### src/core/csw_pkg.sv
// Shared types, register map and timing constants for the chip select / wait controller
package csw_pkg;

    ////////////////////////////////////////////////////////////////////////////////
    // Sizes
    localparam int NUM_AREAS = 4;
    localparam int ADDR_W = 24;
    localparam int AV_ADDR_W = 10;
    localparam int OP_W = 32;
    localparam int LANE_W = 8;
    localparam int BUS_W = 16;

    ////////////////////////////////////////////////////////////////////////////////
    // Area control byte, bit 7 down to bit 0
    typedef struct packed {
        logic       master_enable;
        logic       decode_mode;
        logic [1:0] select_waveform;
        logic       width_select;
        logic [2:0] wait_select;
    } area_cfg_t;

    // Request from the CPU side
    typedef struct packed {
        logic              valid;
        logic              write;
        logic              internal;
        logic [1:0]        size;
        logic [ADDR_W-1:0] addr;
        logic [OP_W-1:0]   wdata;
    } mem_req_t;

    typedef enum logic [1:0] {ST_IDLE, ST_DECODE, ST_ACCESS} bus_state_t;

    ////////////////////////////////////////////////////////////////////////////////
    // Reset values
    localparam logic [7:0] AREA_CTRL_RST = 8'h00;
    localparam logic [7:0] AREA2_CTRL_RST = 8'h80;
    localparam logic [7:0] DEFAULT_CTRL_RST = 8'h00;
    localparam logic [7:0] START_RST = 8'hFF;
    localparam logic [15:0] MASK_RST = 16'hFFFF;
    localparam logic [3:0] PORT_RST = 4'h0;
    localparam logic [3:0] PORT_DATA_RST = 4'hF;

    // Wait field encodings and the wait states each inserts
    localparam logic [2:0] WAIT_TWO = 3'h0;
    localparam logic [2:0] WAIT_ONE = 3'h1;
    localparam logic [2:0] WAIT_EXT = 3'h2;
    localparam logic [2:0] WAIT_NONE = 3'h3;
    localparam logic [1:0] CNT_TWO = 2'h2;
    localparam logic [1:0] CNT_ONE = 2'h1;
    localparam logic [1:0] CNT_NONE = 2'h0;

    // Operand size encodings and byte counts
    localparam logic [1:0] SIZE_BYTE = 2'h0;
    localparam logic [1:0] SIZE_HALF = 2'h1;
    localparam logic [2:0] BYTES_1 = 3'h1;
    localparam logic [2:0] BYTES_2 = 3'h2;
    localparam logic [2:0] BYTES_4 = 3'h4;

    // Fixed wide range of area 2
    localparam logic [ADDR_W-1:0] A2_LO_START = 24'h00_1800;
    localparam logic [ADDR_W-1:0] A2_LO_END = 24'h01_F7FF;
    localparam logic [ADDR_W-1:0] A2_HI_START = 24'h02_0000;

    ////////////////////////////////////////////////////////////////////////////////
    // Register indices, byte address is four times the index
    localparam logic [7:0] IDX_AREA0 = 8'hC0;
    localparam logic [7:0] IDX_AREA1 = 8'hC1;
    localparam logic [7:0] IDX_AREA2 = 8'hC2;
    localparam logic [7:0] IDX_AREA3 = 8'hC3;
    localparam logic [7:0] IDX_DEFAULT = 8'hC7;
    localparam logic [7:0] IDX_START0 = 8'hD0;
    localparam logic [7:0] IDX_MASK0 = 8'hD4;
    localparam logic [7:0] IDX_PORT_FUNC = 8'hD8;
    localparam logic [7:0] IDX_PORT_DATA = 8'hD9;
    localparam logic [7:0] IDX_STATUS = 8'hDA;

    // Area code reported when no programmable area matched
    localparam logic [2:0] AREA_DEFAULT = 3'h4;

endpackage

### src/core/area_decoder.sv
// Address compare, area priority and setting selection for one bus address
`timescale 1ns/10ps
module area_decoder
    import csw_pkg::*;
(
    // Address under decode
    input wire logic [ADDR_W-1:0] addr,
    // Programmed areas
    input wire area_cfg_t [NUM_AREAS-1:0] area_ctrl,
    input wire area_cfg_t default_ctrl,
    input wire logic [NUM_AREAS-1:0][7:0] start,
    input wire logic [NUM_AREAS-1:0][15:0] mask,
    // Result
    output logic [NUM_AREAS-1:0] hit,
    output area_cfg_t sel
);

    logic [NUM_AREAS-1:0] match;

    ////////////////////////////////////////////////////////////////////////////////
    // Per-area compare on A23..A8, masked bits left out
    for (genvar i = 0; i < NUM_AREAS; i++)
    begin : g_area
        logic [15:0] diff;
        logic masked_hit;
        logic fixed_hit;
        assign diff = {start[i], 8'h00} ^ addr[ADDR_W-1:8]; // [RQ22]
        assign masked_hit = ((diff & ~mask[i]) == 16'h0000); // [RQ23]
        assign fixed_hit = ((addr >= A2_LO_START) && (addr <= A2_LO_END)) ||
                           (addr >= A2_HI_START);
        if (i == 2)
        begin : g_wide
            // Wide range ignores start and mask until mode is set
            assign match[i] = area_ctrl[i].master_enable &&
                              (area_ctrl[i].decode_mode ? masked_hit : fixed_hit); // [RQ14] [RQ15]
        end
        else
        begin : g_plain
            assign match[i] = area_ctrl[i].master_enable && masked_hit; // [RQ1] [RQ21]
        end
    end

    ////////////////////////////////////////////////////////////////////////////////
    // Lowest-numbered match wins, otherwise default settings
    always_comb
    begin
        hit = '0;
        sel = default_ctrl; // [RQ13]
        for (int i = NUM_AREAS - 1; i >= 0; i--)
        begin
            if (match[i])
            begin
                hit = '0;
                hit[i] = 1'b1; // [RQ24]
                sel = area_ctrl[i];
            end
        end
    end

endmodule

### src/core/chip_select_wait_control.sv
// Chip select / wait controller with dynamic bus sizing and an Avalon-MM register slave
//
// Functional notes
// [RQ1] Bit 7 master enable gates each area
// [RQ2] Reset enables only area 2
// [RQ3] Bit 3 picks 16-bit or 8-bit bus
// [RQ4] Split wide operands, low part first, ascending
// [RQ5] Ignore unused lanes on reads
// [RQ6] Float unused lanes, keep their strobe high
// [RQ7] Code 000 gives exactly two waits
// [RQ8] Code 001 gives exactly one wait
// [RQ9] Code 010: one wait, then wait pin
// [RQ10] Code 011 gives no waits
// [RQ11] Software never writes reserved wait codes
// [RQ12] Reset sets wait fields to two waits
// [RQ13] Unmatched addresses use default-area settings
// [RQ14] Area 2 fixed wide range when mode 0
// [RQ15] Area 2 uses start/mask when mode 1
// [RQ16] Reset clears area 2 mode bit
// [RQ17] Software programs start, mask, then control
// [RQ18] Pin shows select only when function bit set
// [RQ19] Internal accesses assert no chip select
// [RQ20] Software keeps waveform field at 00
// [RQ21] Matched area drives select and settings
// [RQ22] Start byte sits on A23..A16
// [RQ23] Compare only address bits with mask 0
// [RQ24] Lowest-numbered matching area wins
// [RQ25] Control registers are write-only to software
// [RQ26] Select low through whole cycle and waits
//
// Added by the designer: the Avalon-MM register port.
`timescale 1ns/10ps
module chip_select_wait_control
    import csw_pkg::*;
(
    // Clock and reset
    input wire logic CLK,
    input wire logic ARST_N,
    // Avalon-MM register slave
    input wire logic [AV_ADDR_W-1:0] AV_ADDRESS,
    input wire logic AV_READ,
    input wire logic AV_WRITE,
    input wire logic [31:0] AV_WRITEDATA,
    input wire logic [3:0] AV_BYTEENABLE,
    output logic [31:0] AV_READDATA,
    output logic AV_WAITREQUEST,
    // CPU-side request and answer
    input wire mem_req_t REQ,
    output logic REQ_READY,
    output logic RSP_DONE,
    output logic [OP_W-1:0] RSP_RDATA,
    // External memory bus
    output logic [ADDR_W-1:0] MEM_ADDR,
    output logic [BUS_W-1:0] MEM_D_OUT,
    output logic [1:0] MEM_D_OE,
    input wire logic [BUS_W-1:0] MEM_D_IN,
    output logic MEM_RD_N,
    output logic MEM_WR_LO_N,
    output logic MEM_WR_HI_N,
    input wire logic MEM_WAIT_N,
    // Chip select pins shared with port 6
    output logic [NUM_AREAS-1:0] CS_PIN_N
);

    ////////////////////////////////////////////////////////////////////////////////
    // Register file
    area_cfg_t [NUM_AREAS-1:0] area_ctrl_ff;
    area_cfg_t default_ctrl_ff;
    logic [NUM_AREAS-1:0][7:0] start_ff;
    logic [NUM_AREAS-1:0][15:0] mask_ff;
    logic [NUM_AREAS-1:0] port_func_ff;
    logic [NUM_AREAS-1:0] port_data_ff;
    logic av_wait_ff;
    logic [31:0] av_rdata_ff;
    logic [7:0] idx;
    logic aligned;
    logic wr_take;
    logic [31:0] nxt_rdata_bus;

    assign idx = AV_ADDRESS[AV_ADDR_W-1:2];
    assign aligned = (AV_ADDRESS[1:0] == 2'h0);
    // Write lands only at the edge where waitrequest is seen low
    assign wr_take = AV_WRITE && !av_wait_ff && aligned;

    // Bus engine state, declared early for the status read
    bus_state_t state_ff;
    logic [2:0] last_area_ff;

    // Control registers, only the low byte lane carries them
    always_ff @(posedge CLK or negedge ARST_N)
    begin
        if (!ARST_N)
        begin
            for (int i = 0; i < NUM_AREAS; i++)
                area_ctrl_ff[i] <= (i == 2) ? AREA2_CTRL_RST : AREA_CTRL_RST; // [RQ2] [RQ12] [RQ16]
            default_ctrl_ff <= DEFAULT_CTRL_RST; // [RQ12]
        end
        else if (wr_take && AV_BYTEENABLE[0])
        begin
            for (int i = 0; i < NUM_AREAS; i++)
                if (idx == IDX_AREA0 + 8'(i))
                    area_ctrl_ff[i] <= AV_WRITEDATA[7:0]; // [RQ1] [RQ3]
            // Default area has only width and wait bits
            if (idx == IDX_DEFAULT)
                default_ctrl_ff <= {4'h0, AV_WRITEDATA[3:0]}; // [RQ13]
        end
    end

    // Start, mask and port function registers
    always_ff @(posedge CLK or negedge ARST_N)
    begin
        if (!ARST_N)
        begin
            start_ff <= {NUM_AREAS{START_RST}};
            mask_ff <= {NUM_AREAS{MASK_RST}};
            port_func_ff <= PORT_RST;
            port_data_ff <= PORT_DATA_RST;
        end
        else if (wr_take)
        begin
            for (int i = 0; i < NUM_AREAS; i++)
            begin
                if (idx == IDX_START0 + 8'(i) && AV_BYTEENABLE[0])
                    start_ff[i] <= AV_WRITEDATA[7:0];
                if (idx == IDX_MASK0 + 8'(i) && AV_BYTEENABLE[0])
                    mask_ff[i][7:0] <= AV_WRITEDATA[7:0];
                if (idx == IDX_MASK0 + 8'(i) && AV_BYTEENABLE[1])
                    mask_ff[i][15:8] <= AV_WRITEDATA[15:8];
            end
            if (idx == IDX_PORT_FUNC && AV_BYTEENABLE[0])
                port_func_ff <= AV_WRITEDATA[NUM_AREAS-1:0]; // [RQ18]
            if (idx == IDX_PORT_DATA && AV_BYTEENABLE[0])
                port_data_ff <= AV_WRITEDATA[NUM_AREAS-1:0];
        end
    end

    // Read mux; control registers are write-only and read zero
    always_comb
    begin
        nxt_rdata_bus = 32'h0000_0000;
        if (aligned)
        begin
            for (int i = 0; i < NUM_AREAS; i++)
            begin
                if (idx == IDX_START0 + 8'(i))
                    nxt_rdata_bus = {24'h00_0000, start_ff[i]};
                if (idx == IDX_MASK0 + 8'(i))
                    nxt_rdata_bus = {16'h0000, mask_ff[i]};
            end
            if (idx == IDX_PORT_FUNC)
                nxt_rdata_bus = {28'h000_0000, port_func_ff};
            if (idx == IDX_PORT_DATA)
                nxt_rdata_bus = {28'h000_0000, port_data_ff};
            if (idx == IDX_STATUS)
                nxt_rdata_bus = {28'h000_0000, (state_ff != ST_IDLE), last_area_ff};
        end
    end

    // One-cycle waitrequest drop per request, then back high
    always_ff @(posedge CLK or negedge ARST_N)
    begin
        if (!ARST_N)
        begin
            av_wait_ff <= 1'b1;
            av_rdata_ff <= 32'h0000_0000;
        end
        else if ((AV_READ || AV_WRITE) && av_wait_ff)
        begin
            av_wait_ff <= 1'b0;
            av_rdata_ff <= AV_READ ? nxt_rdata_bus : 32'h0000_0000;
        end
        else
            av_wait_ff <= 1'b1;
    end

    assign AV_WAITREQUEST = av_wait_ff;
    assign AV_READDATA = av_rdata_ff;

    ////////////////////////////////////////////////////////////////////////////////
    // Bus engine
    logic [NUM_AREAS-1:0] dec_hit;
    area_cfg_t dec_sel;
    logic [ADDR_W-1:0] addr_ff;
    logic op_write_ff;
    logic [OP_W-1:0] wdata_ff;
    logic [OP_W-1:0] rdata_ff;
    logic [1:0] byte_idx_ff;
    logic [2:0] remain_ff;
    logic [1:0] wait_cnt_ff;
    logic ext_wait_ff;
    logic [2:0] nb_ff;
    logic lane_lo_ff;
    logic lane_hi_ff;
    logic ready_ff;
    logic done_ff;
    logic [2:0] nxt_nb;
    logic nxt_lo;
    logic nxt_hi;
    logic [7:0] byte0;
    logic [7:0] byte1;
    logic [1:0] nxt_wait_cnt;
    logic [OP_W-1:0] nxt_rdata;
    logic take;
    logic acc_end;

    area_decoder u_decoder (
        .addr(addr_ff),
        .area_ctrl(area_ctrl_ff),
        .default_ctrl(default_ctrl_ff),
        .start(start_ff),
        .mask(mask_ff),
        .hit(dec_hit),
        .sel(dec_sel)
    );

    assign take = REQ.valid && ready_ff;
    // Cycle ends once the count runs out and the wait pin, if watched, is high
    assign acc_end = (state_ff == ST_ACCESS) && (wait_cnt_ff == CNT_NONE) &&
                     !(ext_wait_ff && !MEM_WAIT_N); // [RQ9]
    assign byte0 = wdata_ff[{byte_idx_ff, 3'h0} +: LANE_W];
    assign byte1 = wdata_ff[{byte_idx_ff + 2'h1, 3'h0} +: LANE_W];

    // Lane plan of the next access
    always_comb
    begin
        nxt_nb = BYTES_1;
        nxt_lo = 1'b1;
        nxt_hi = 1'b0;
        if (!dec_sel.width_select) // [RQ3]
        begin
            if (addr_ff[0])
            begin
                nxt_lo = 1'b0; // [RQ4]
                nxt_hi = 1'b1;
            end
            else if (remain_ff >= BYTES_2)
            begin
                nxt_hi = 1'b1;
                nxt_nb = BYTES_2;
            end
        end
    end

    // Wait states loaded at the start of each access
    always_comb
    begin
        case (dec_sel.wait_select)
            WAIT_TWO: nxt_wait_cnt = CNT_TWO; // [RQ7]
            WAIT_ONE: nxt_wait_cnt = CNT_ONE; // [RQ8]
            WAIT_EXT: nxt_wait_cnt = CNT_ONE; // [RQ9]
            WAIT_NONE: nxt_wait_cnt = CNT_NONE; // [RQ10]
            // Reserved codes fall back to the slowest safe timing
            default: nxt_wait_cnt = CNT_TWO;
        endcase
    end

    // Read assembly, only the lanes in use reach the operand
    always_comb
    begin
        nxt_rdata = rdata_ff;
        if (lane_lo_ff)
            nxt_rdata[{byte_idx_ff, 3'h0} +: LANE_W] = MEM_D_IN[7:0]; // [RQ5]
        if (lane_hi_ff && lane_lo_ff)
            nxt_rdata[{byte_idx_ff + 2'h1, 3'h0} +: LANE_W] = MEM_D_IN[15:8]; // [RQ5]
        else if (lane_hi_ff)
            nxt_rdata[{byte_idx_ff, 3'h0} +: LANE_W] = MEM_D_IN[15:8]; // [RQ5]
    end

    // Sequencer and operand bookkeeping
    always_ff @(posedge CLK or negedge ARST_N)
    begin
        if (!ARST_N)
        begin
            state_ff <= ST_IDLE;
            addr_ff <= '0;
            op_write_ff <= 1'b0;
            wdata_ff <= '0;
            rdata_ff <= '0;
            byte_idx_ff <= 2'h0;
            remain_ff <= 3'h0;
            wait_cnt_ff <= CNT_NONE;
            ext_wait_ff <= 1'b0;
            nb_ff <= BYTES_1;
            lane_lo_ff <= 1'b0;
            lane_hi_ff <= 1'b0;
            ready_ff <= 1'b0;
            done_ff <= 1'b0;
            last_area_ff <= AREA_DEFAULT;
        end
        else
        begin
            done_ff <= 1'b0;
            case (state_ff)
                ST_IDLE:
                begin
                    ready_ff <= !take;
                    if (take && REQ.internal)
                    begin
                        rdata_ff <= '0; // [RQ19]
                        done_ff <= 1'b1;
                    end
                    else if (take)
                    begin
                        state_ff <= ST_DECODE;
                        addr_ff <= REQ.addr;
                        op_write_ff <= REQ.write;
                        wdata_ff <= REQ.wdata;
                        rdata_ff <= '0;
                        byte_idx_ff <= 2'h0;
                        remain_ff <= (REQ.size == SIZE_BYTE) ? BYTES_1 :
                                     (REQ.size == SIZE_HALF) ? BYTES_2 : BYTES_4;
                    end
                end
                ST_DECODE:
                begin
                    state_ff <= ST_ACCESS;
                    wait_cnt_ff <= nxt_wait_cnt;
                    ext_wait_ff <= (dec_sel.wait_select == WAIT_EXT);
                    nb_ff <= nxt_nb;
                    lane_lo_ff <= nxt_lo;
                    lane_hi_ff <= nxt_hi;
                    last_area_ff <= AREA_DEFAULT;
                    for (int i = NUM_AREAS - 1; i >= 0; i--)
                        if (dec_hit[i])
                            last_area_ff <= 3'(i);
                end
                ST_ACCESS:
                begin
                    if (wait_cnt_ff != CNT_NONE)
                        wait_cnt_ff <= wait_cnt_ff - CNT_ONE;
                    else if (acc_end)
                    begin
                        rdata_ff <= nxt_rdata;
                        // Ascending addresses, least significant part first
                        addr_ff <= addr_ff + {21'h00_0000, nb_ff}; // [RQ4]
                        byte_idx_ff <= byte_idx_ff + nb_ff[1:0];
                        remain_ff <= remain_ff - nb_ff;
                        lane_lo_ff <= 1'b0;
                        lane_hi_ff <= 1'b0;
                        if (remain_ff == nb_ff)
                        begin
                            state_ff <= ST_IDLE;
                            done_ff <= 1'b1;
                            ready_ff <= 1'b1;
                        end
                        else
                            state_ff <= ST_DECODE;
                    end
                end
                default: state_ff <= ST_IDLE;
            endcase
        end
    end

    ////////////////////////////////////////////////////////////////////////////////
    // External pins, set at decode and released at the end of each access
    logic [NUM_AREAS-1:0] cs_n_ff;
    logic [BUS_W-1:0] d_out_ff;
    logic [1:0] d_oe_ff;
    logic rd_n_ff;
    logic wr_lo_n_ff;
    logic wr_hi_n_ff;
    logic [NUM_AREAS-1:0] nxt_cs_n;

    always_comb
    begin
        nxt_cs_n = cs_n_ff;
        if (state_ff == ST_DECODE)
            nxt_cs_n = ~dec_hit; // [RQ21] [RQ26]
        else if (acc_end)
            nxt_cs_n = {NUM_AREAS{1'b1}};
    end

    always_ff @(posedge CLK or negedge ARST_N)
    begin
        if (!ARST_N)
        begin
            cs_n_ff <= {NUM_AREAS{1'b1}};
            d_out_ff <= '0;
            d_oe_ff <= 2'h0;
            rd_n_ff <= 1'b1;
            wr_lo_n_ff <= 1'b1;
            wr_hi_n_ff <= 1'b1;
        end
        else
        begin
            cs_n_ff <= nxt_cs_n;
            if (state_ff == ST_DECODE)
            begin
                // Odd byte on the high lane, otherwise the low lane first
                d_out_ff <= nxt_hi && !nxt_lo ? {byte0, 8'h00} : {byte1, byte0}; // [RQ4]
                d_oe_ff <= op_write_ff ? {nxt_hi, nxt_lo} : 2'h0; // [RQ6]
                rd_n_ff <= op_write_ff;
                wr_lo_n_ff <= !(op_write_ff && nxt_lo); // [RQ6]
                wr_hi_n_ff <= !(op_write_ff && nxt_hi); // [RQ6]
            end
            else if (acc_end)
            begin
                d_oe_ff <= 2'h0;
                rd_n_ff <= 1'b1;
                wr_lo_n_ff <= 1'b1;
                wr_hi_n_ff <= 1'b1;
            end
        end
    end

    // Port mux per pin; select reaches the pin only with its function bit
    for (genvar i = 0; i < NUM_AREAS; i++)
    begin : g_pin
        logic pin_ff;
        always_ff @(posedge CLK or negedge ARST_N)
        begin
            if (!ARST_N)
                pin_ff <= 1'b1;
            else
                pin_ff <= port_func_ff[i] ? nxt_cs_n[i] : port_data_ff[i]; // [RQ18]
        end
        assign CS_PIN_N[i] = pin_ff;
    end

    assign REQ_READY = ready_ff;
    assign RSP_DONE = done_ff;
    assign RSP_RDATA = rdata_ff;
    assign MEM_ADDR = addr_ff;
    assign MEM_D_OUT = d_out_ff;
    assign MEM_D_OE = d_oe_ff;
    assign MEM_RD_N = rd_n_ff;
    assign MEM_WR_LO_N = wr_lo_n_ff;
    assign MEM_WR_HI_N = wr_hi_n_ff;

    ////////////////////////////////////////////////////////////////////////////////
    // Checks
    logic strobe_on;
    assign strobe_on = !rd_n_ff || !wr_lo_n_ff || !wr_hi_n_ff;
endmodule

### config.mk
export PLATFORM = sky130hd
export DESIGN_NAME = chip_select_wait_control
export DESIGN_NICKNAME = d
export VERILOG_FILES = /design/src/core/csw_pkg.sv /design/src/core/area_decoder.sv /design/src/core/chip_select_wait_control.sv
export SDC_FILE = /design/constraint.sdc
export NUM_CORES = 1
export LEC_CHECK = 0
export BUFFER_PORTS_ARGS = -buffer_cell sky130_fd_sc_hd__buf_2
export CAP_MARGIN = 30
export CORE_AREA = 5 5 166 168
export CTS_BUF_LIST = sky130_fd_sc_hd__clkbuf_16
export DETAILED_ROUTE_END_ITERATION = 12
export DIE_AREA = 0 0 171 173
export MAX_ROUTING_LAYER = met4
export PLACE_DENSITY = 0.83
export REMOVE_ABC_BUFFERS = 1
export SKIP_LAST_GASP = 1
export SLEW_MARGIN = 40
export SYNTH_ARGS = -nofsm -noshare
export SYNTH_HDL_FRONTEND = slang
export SYNTH_SLANG_ARGS = --single-unit
### constraint.sdc
create_clock -name CLK -period 6.69 [get_ports CLK]
set_input_delay 0.3345 -clock CLK [delete_from_list [all_inputs] [get_ports CLK]]
set_output_delay 0.3345 -clock CLK [all_outputs]
set_load 0.02 [all_outputs]
======== Word-level counts from Yosys, hierarchy flattened ========
Cells that the tools add are included.
word-level totals
  register bits after elaboration ......... 300
  input bits .............................. 128
  word-level logic and storage cells ...... 298
cells by class
  $add $sub $neg .......................... 7
  magnitude comparators ................... 4
  equality and inequality tests ........... 30
  shift operators ......................... 7
  multiplexer cells ....................... 99
  bitwise logic cells ..................... 14
  reduce and logical (&&, ||, !) cells .... 81
operator list
  kind                                                                  number
  two-way mux 32 bit                                                    19
  equality test 8 bit (second input constant)                           16
  bitwise mux 32 bit                                                    3
  two-way mux 24 bit                                                    4
  variable part select 8 x 7 -> 32 bit                                  3
  AND 16 bit                                                            4
  zero test 16 bit                                                      4
  inverter 16 bit                                                       4
  one-hot mux 32 bit (2 select lines)                                   1
  variable shift 8 x 7 -> 32 bit (first input constant)                 2
  variable part select 32 x 6 -> 8 bit                                  2
  XOR 16 bit                                                            4
  one-hot mux 24 bit (2 select lines)                                   1
  two-way mux 4 bit                                                     10
  AND reduction 2 bit                                                   20
  logical AND 1 bit                                                     32
  two-way mux 2 bit                                                     15
  two-way mux 3 bit                                                     10
  two-way mux 1 bit                                                     25
  adder 24 x 3 -> 24 bit                                                1
  greater-or-equal comparator 24 x 13 -> 1 bit (second input constant)  1
  greater-or-equal comparator 24 x 18 -> 1 bit (second input constant)  1
  <= comparator 24 x 17 -> 1 bit (second input constant)                1
  two-way mux 16 bit                                                    1
  other kinds (29)                                                      58

======== Longest topological paths before layout ========
  depth in word-level cells ............... 14
  depth in mapped cells ................... 11

======== Hierarchy ========
From an unflattened synthesis, not the netlist that was laid out.
unflattened totals
  cells, all modules ...................... 1505
  area total of the unflattened synthesis .. 16149.2 um^2
by module, submodules not included
  module                    instances  cells each  area an instance (um^2)
  chip_select_wait_control  1          1339        15036.9
  area_decoder              1          166         1112.3

======== Worst setup path before layout ========
No wires, ideal clock.
  kind .................................... reg-to-reg
  from .................................... register addr_ff[23], in the netlist MEM_ADDR[23]
  to ...................................... register wait_cnt_ff[0]
  library setup time ...................... 0.126 ns
  arrival ................................. 2.663 ns
  data required time ...................... 6.564 ns
  slack ................................... 3.901 ns
  stages on the path, launching flop included .. 11
  buffers on the path ..................... 2
  period minus slack after synthesis ...... 2.789 ns
  path through ............................ dfrtp_1 clkbuf_1 xnor2_1 o22ai_1 or4_1 or2_1 buf_6 mux2_4 a2bb2oi_2 xor2_1 a221o_1
between the ends
  longest elaborated chain between the ends .. 12
RTL lines
  what                                                                          line                                    source
  start: declaration                                                            chip_select_wait_control.sv:183         logic [ADDR_W-1:0] addr_ff;
  start signal: assignment                                                      chip_select_wait_control.sv:305         addr_ff <= REQ.addr;
  start signal: assignment                                                      chip_select_wait_control.sv:335         addr_ff <= addr_ff + {21'h00_0000, nb_ff};
  greater-or-equal comparator 24 x 13 -> 1 bit, or another cell as far along    n/a
  logical AND 1 bit or AND 16 bit (tied branches)                               n/a
  logical OR 1 bit or zero test 16 bit (tied branches)                          n/a
  two-way mux 1 bit or logical AND 1 bit (tied branches)                        area_decoder.sv:35, area_decoder.sv:39
  logical AND 1 bit or two-way mux 4 bit (tied branches)                        area_decoder.sv:34, area_decoder.sv:51
  two-way mux 4 bit (2 in a row)                                                area_decoder.sv:51                      if (match[i])
  two-way mux 4 bit (*)                                                         area_decoder.sv:51
  equality test 3 x 2 -> 1 bit or equality test 3 x 1 -> 1 bit (tied branches)  chip_select_wait_control.sv:247         case (dec_sel.wait_select)
  OR reduction 2 bit (no line)                                                  n/a
  one-hot mux 2 bit (2 select lines) (*)                                        chip_select_wait_control.sv:247
  one-hot mux 2 bit (2 select lines) (*)                                        chip_select_wait_control.sv:293         case (state_ff)
  end signal: assignment                                                        chip_select_wait_control.sv:317         wait_cnt_ff <= nxt_wait_cnt;
  end signal: assignment                                                        chip_select_wait_control.sv:330         wait_cnt_ff <= wait_cnt_ff - CNT_ONE;
  end: declaration                                                              chip_select_wait_control.sv:189         logic [1:0] wait_cnt_ff;
Every way passes the cells marked *; elsewhere a longest branch is shown, timed or not.
A chain may end at the register's enable or synchronous reset.

======== Worst setup path after layout ========
  from .................................... register addr_ff[23], in the netlist MEM_ADDR[23]
  to ...................................... register d_out_ff[12], in the netlist MEM_D_OUT[12]
between the ends
  longest elaborated chain between the ends .. 12
RTL lines
  what                                                                        line                                    source
  greater-or-equal comparator 24 x 13 -> 1 bit, or another cell as far along  n/a
  logical AND 1 bit or AND 16 bit (tied branches)                             n/a
  logical OR 1 bit or zero test 16 bit (tied branches)                        n/a
  two-way mux 1 bit or logical AND 1 bit (tied branches)                      area_decoder.sv:35, area_decoder.sv:39
  logical AND 1 bit or two-way mux 4 bit (tied branches)                      area_decoder.sv:34, area_decoder.sv:51
  two-way mux 4 bit (2 in a row)                                              area_decoder.sv:51
  two-way mux 4 bit (*)                                                       area_decoder.sv:51
  two-way mux 1 bit                                                           chip_select_wait_control.sv:229         if (!dec_sel.width_select)
  zero test 1 bit                                                             chip_select_wait_control.sv:391         d_out_ff <= nxt_hi && !nxt_lo ? {byte0, 8'h00} : {byte1, byte0};
  logical AND 1 bit (*)                                                       chip_select_wait_control.sv:391
  two-way mux 16 bit (*)                                                      chip_select_wait_control.sv:391
  end signal: assignment                                                      chip_select_wait_control.sv:391
  end: declaration                                                            chip_select_wait_control.sv:358         logic [BUS_W-1:0] d_out_ff;
Marks and branches as above.

==> results.cfg <==
[floorplanning]
die_area_sq_mm = 0.0296
io_pins = 244
die_w_um = 171
fp.dieH_um = 173
start_util_pct = 59.5
fp.coreArea_sq_mm = 0.0258
rows = 59

[placed_design]
hpwlAfterDp_mm = 30.9
place_inst = 1930
port_buffers = 209
place_ws_ps = 3050
gp_congestion = 1.00
placed_area_sq_mm = 0.0165

[synthesis]
synth.ff_latch_count = 283
yosys-top-cells-area = dfrtp_1 (27%), dfstp_2 (20%), mux2_2 (12%)
synth-edff-count = 0
syn-instance-count = 1464
async_flop_share_pct = 100
ys.flop_type = dfrtp_1
yosys_warnings = 0
syn_area_sq_mm = 0.0153
seq_area_frac_synth_pct = 47.1
yosysMostFrequentCell = dfrtp_1
yosys.area.top_type = dfrtp_1
ys_top_cells_by_count = dfrtp_1 (168), mux2_2 (159), nand2_1 (135)
synth.distinct_cells = 80
synth.avg_cell_area_sq_um = 10.5
synth_top_area_share_pct = 27.4

[clock_network]
clk_pin_slew_worst_paths_ps = 60
insertion_delay_ps = 560
htreeDepth = 1
cts_buffers = 30
clock-sinks = 283
post_cts_resized = 0
cts_hold_buffers = 1
root_buffer = clkbuf_16
clk_path_buf_depth = 3
postCtsSetupBuffers = 0
cts_tree = done

[setup_path]
cp_cell_sequence = xnor2_1, o2111ai_1, nor4_1, nand3_1, nand3_1, o221a_2, mux2i_1, a21oi_1
required_ps = 7110
setup.worst_path.end_class = flop
crit_type = flop to flop
cpPeakStageDelay_ps = 630
slowest_stage = o221a_2
startpoint_type = flop
crit_start = MEM_ADDR[23]$_DFFE_PN0P_
cp_common_cell = nand3_1
arrival_ps = 4020
rr_startpoint = MEM_ADDR[23]$_DFFE_PN0P_
critPathMaxFanout = 19

[sta]
rsz0062_at_grt = false
fin_crit_ps = 3600
fmaxAchievable_mhz = 278
holdWs_ps = 12.4
final_hold_viol_count = 0
skew_ps = 17.5
setup_violations = 0
final.period_utilization_pct = 53.8
layout_setup_ws_ps = 3090
tns_ps = 0
slew-limit-headroom_pct = 48.0
drv_slew = 0
worstMarginPinSlew_ps = 778

[job]
cap_viol_max_count = 0

[power_and_ir_drop]
p_per_area_mw_per_mm2 = 361
leakage_nw = 7.66
switching_share_pct = 39.9
power_frac_comb_pct = 37.2
internal_power_mw = 3.79
vdd_drop_max_uv = 274
p_seq_share_pct = 39.1
power_mw = 6.30
pwr-share-clk_pct = 23.7
p_sw_mw = 2.51

[drt]
drt_pass1_iterations = 5
vias_per_cell = 6.49
wl_per_cell_um = 22.5
route.detailed.drc = 0
wl_mm = 44.8
antenna_left = 0
drtIter0Drc = 1332
num_vias = 12900

[global_route]
gr-total-overflow = 0
grt_max_degree = 115
grt_pass1_vias = 13000
antenna_found_initial = 2
grt_util_all_layers_pct = 30.0
grt_first_pass_wirelength_mm = 70.1

[run_status]
status = complete, no violations

[worst_hold_path]
min_path_type = input port to flop
hold_start = REQ[10]

[finish]
synthToLayoutAreaGrowth_pct = 14.1
layout.cells.non_filler = 1991
drive_gt1_share_pct = 36.0
final_util_pct = 67.9
nets = 1772
fin_area_sq_mm = 0.0175
==> final cells by class <==
cell class	count	area, sq um
diodes	2	5.00
clock inverters	25	98.8
multi-input cells	1056	7590
clock buffers	31	776
fillers	1953	8280
inverters	32	120
well taps	335	419
flip-flops and latches	283	7230
repair buffers	227	1250
==> state kept, by name, summed over array words and instances (netlist names), 4 cells and up <==
signal           flops
MEM_ADDR            24
mask_ff             64
port_func_ff         4
cs_n_ff              4
g_pin.pin_ff         4
AV_READDATA         16
wdata_ff            32
RSP_RDATA           32
port_data_ff         4
default_ctrl_ff      4
area_ctrl_ff        21
MEM_D_OUT           16
start_ff            32
==> power groups by stage <==
stage,logic [mW],clock network (mW),registers [mW]
4_1_cts,2.32,1.52,2.45
3_3_place_gp,2.21,0,2.44
3_5_place_dp,2.31,0,2.47
5_1_grt,2.55,1.59,2.51
2_1_floorplan,1.35,0,2.58
6_report,2.34,1.50,2.46
==> layout by cell type (no fill, tap or decap), types with 5 or more instances in the layout <==
master     synthesis  layout
buf_2              5     208
dfrtp_1          168     168
mux2_2           159     159
nand2_1          135     134
dfstp_2          115     115
a21oi_1          105     104
o21ai_0           84      84
nor2_1            82      77
nand3_1           49      49
o211ai_1          44      44
inv_1             32      41
clkbuf_16          0      31
o22ai_1           28      28
xnor2_1           26      26
a22oi_1           22      22
a32o_1            22      22
nor3_1            26      21
and3_1            21      21
mux2i_1           21      21
nand2b_1          21      20
mux4_2            18      18
conb_1             1      16
buf_4             21      13
o21ai_1           12      12
ha_1              12      12
clkinv_1           0      12
nand4_1            8       8
and2_1            10       8
nor2_2             2       7
or3_1              7       7
a221oi_1           7       7
o221ai_1           7       7
o2111ai_1          6       6
nor4_1             7       5
xor2_1             5       5
or4_1              5       5
o31ai_1            5       5
a21o_1             5       5
==> logic make-up (layout without fill, tap and decap cells) <==
logic type	after synthesis	count (layout)	share of synthesized area, %
mux	203	203	16.1
flops	283	283	47.1
buf+inv	140	315	4.34
simple gates	400	400	12.5
other cells	1	18	0.0245
compound gates	389	389	16.5
xor+xnor	34	34	2.09
fa+ha+maj	14	14	1.24
==> final timing paths <==
kind                       slack [ps]                    endpoint  depth (start not counted)
max                              3090   MEM_D_OUT[12]$_DFFE_PN0P_                          8
min                                10    wdata_ff[10]$_DFFE_PN0P_                          2
max reg2reg                      3090   MEM_D_OUT[12]$_DFFE_PN0P_                          8
min reg2reg                       470  AV_READDATA[4]$_DFFE_PN0P_                          2
max in group asynchronous        4770        cs_n_ff[0]$_DFF_PN1_                          5
min in group asynchronous         290    MEM_ADDR[19]$_DFFE_PN0P_                          2
==> layer usage <==
layer | GRT usage, % | routed length (um)
met1 | 41.3 | 18000
met4 | 8.68 | 1350
met3 | 6.14 | 4700
met5 | - | 0
met2 | 45.6 | 20800
==> critical path, delay by kind of cell (launching register included) <==
| family | cells | cell delay [ps] |
|---|---|---|
| AO/OA/AOI/OAI | 3 | 880 |
| XOR/XNOR | 1 | 170 |
| flip-flops | 1 | 590 |
| multiplexers | 1 | 300 |
| AND/OR/NAND/NOR | 3 | 1500 |
Note: power is estimated with default switching activity, not from simulation.
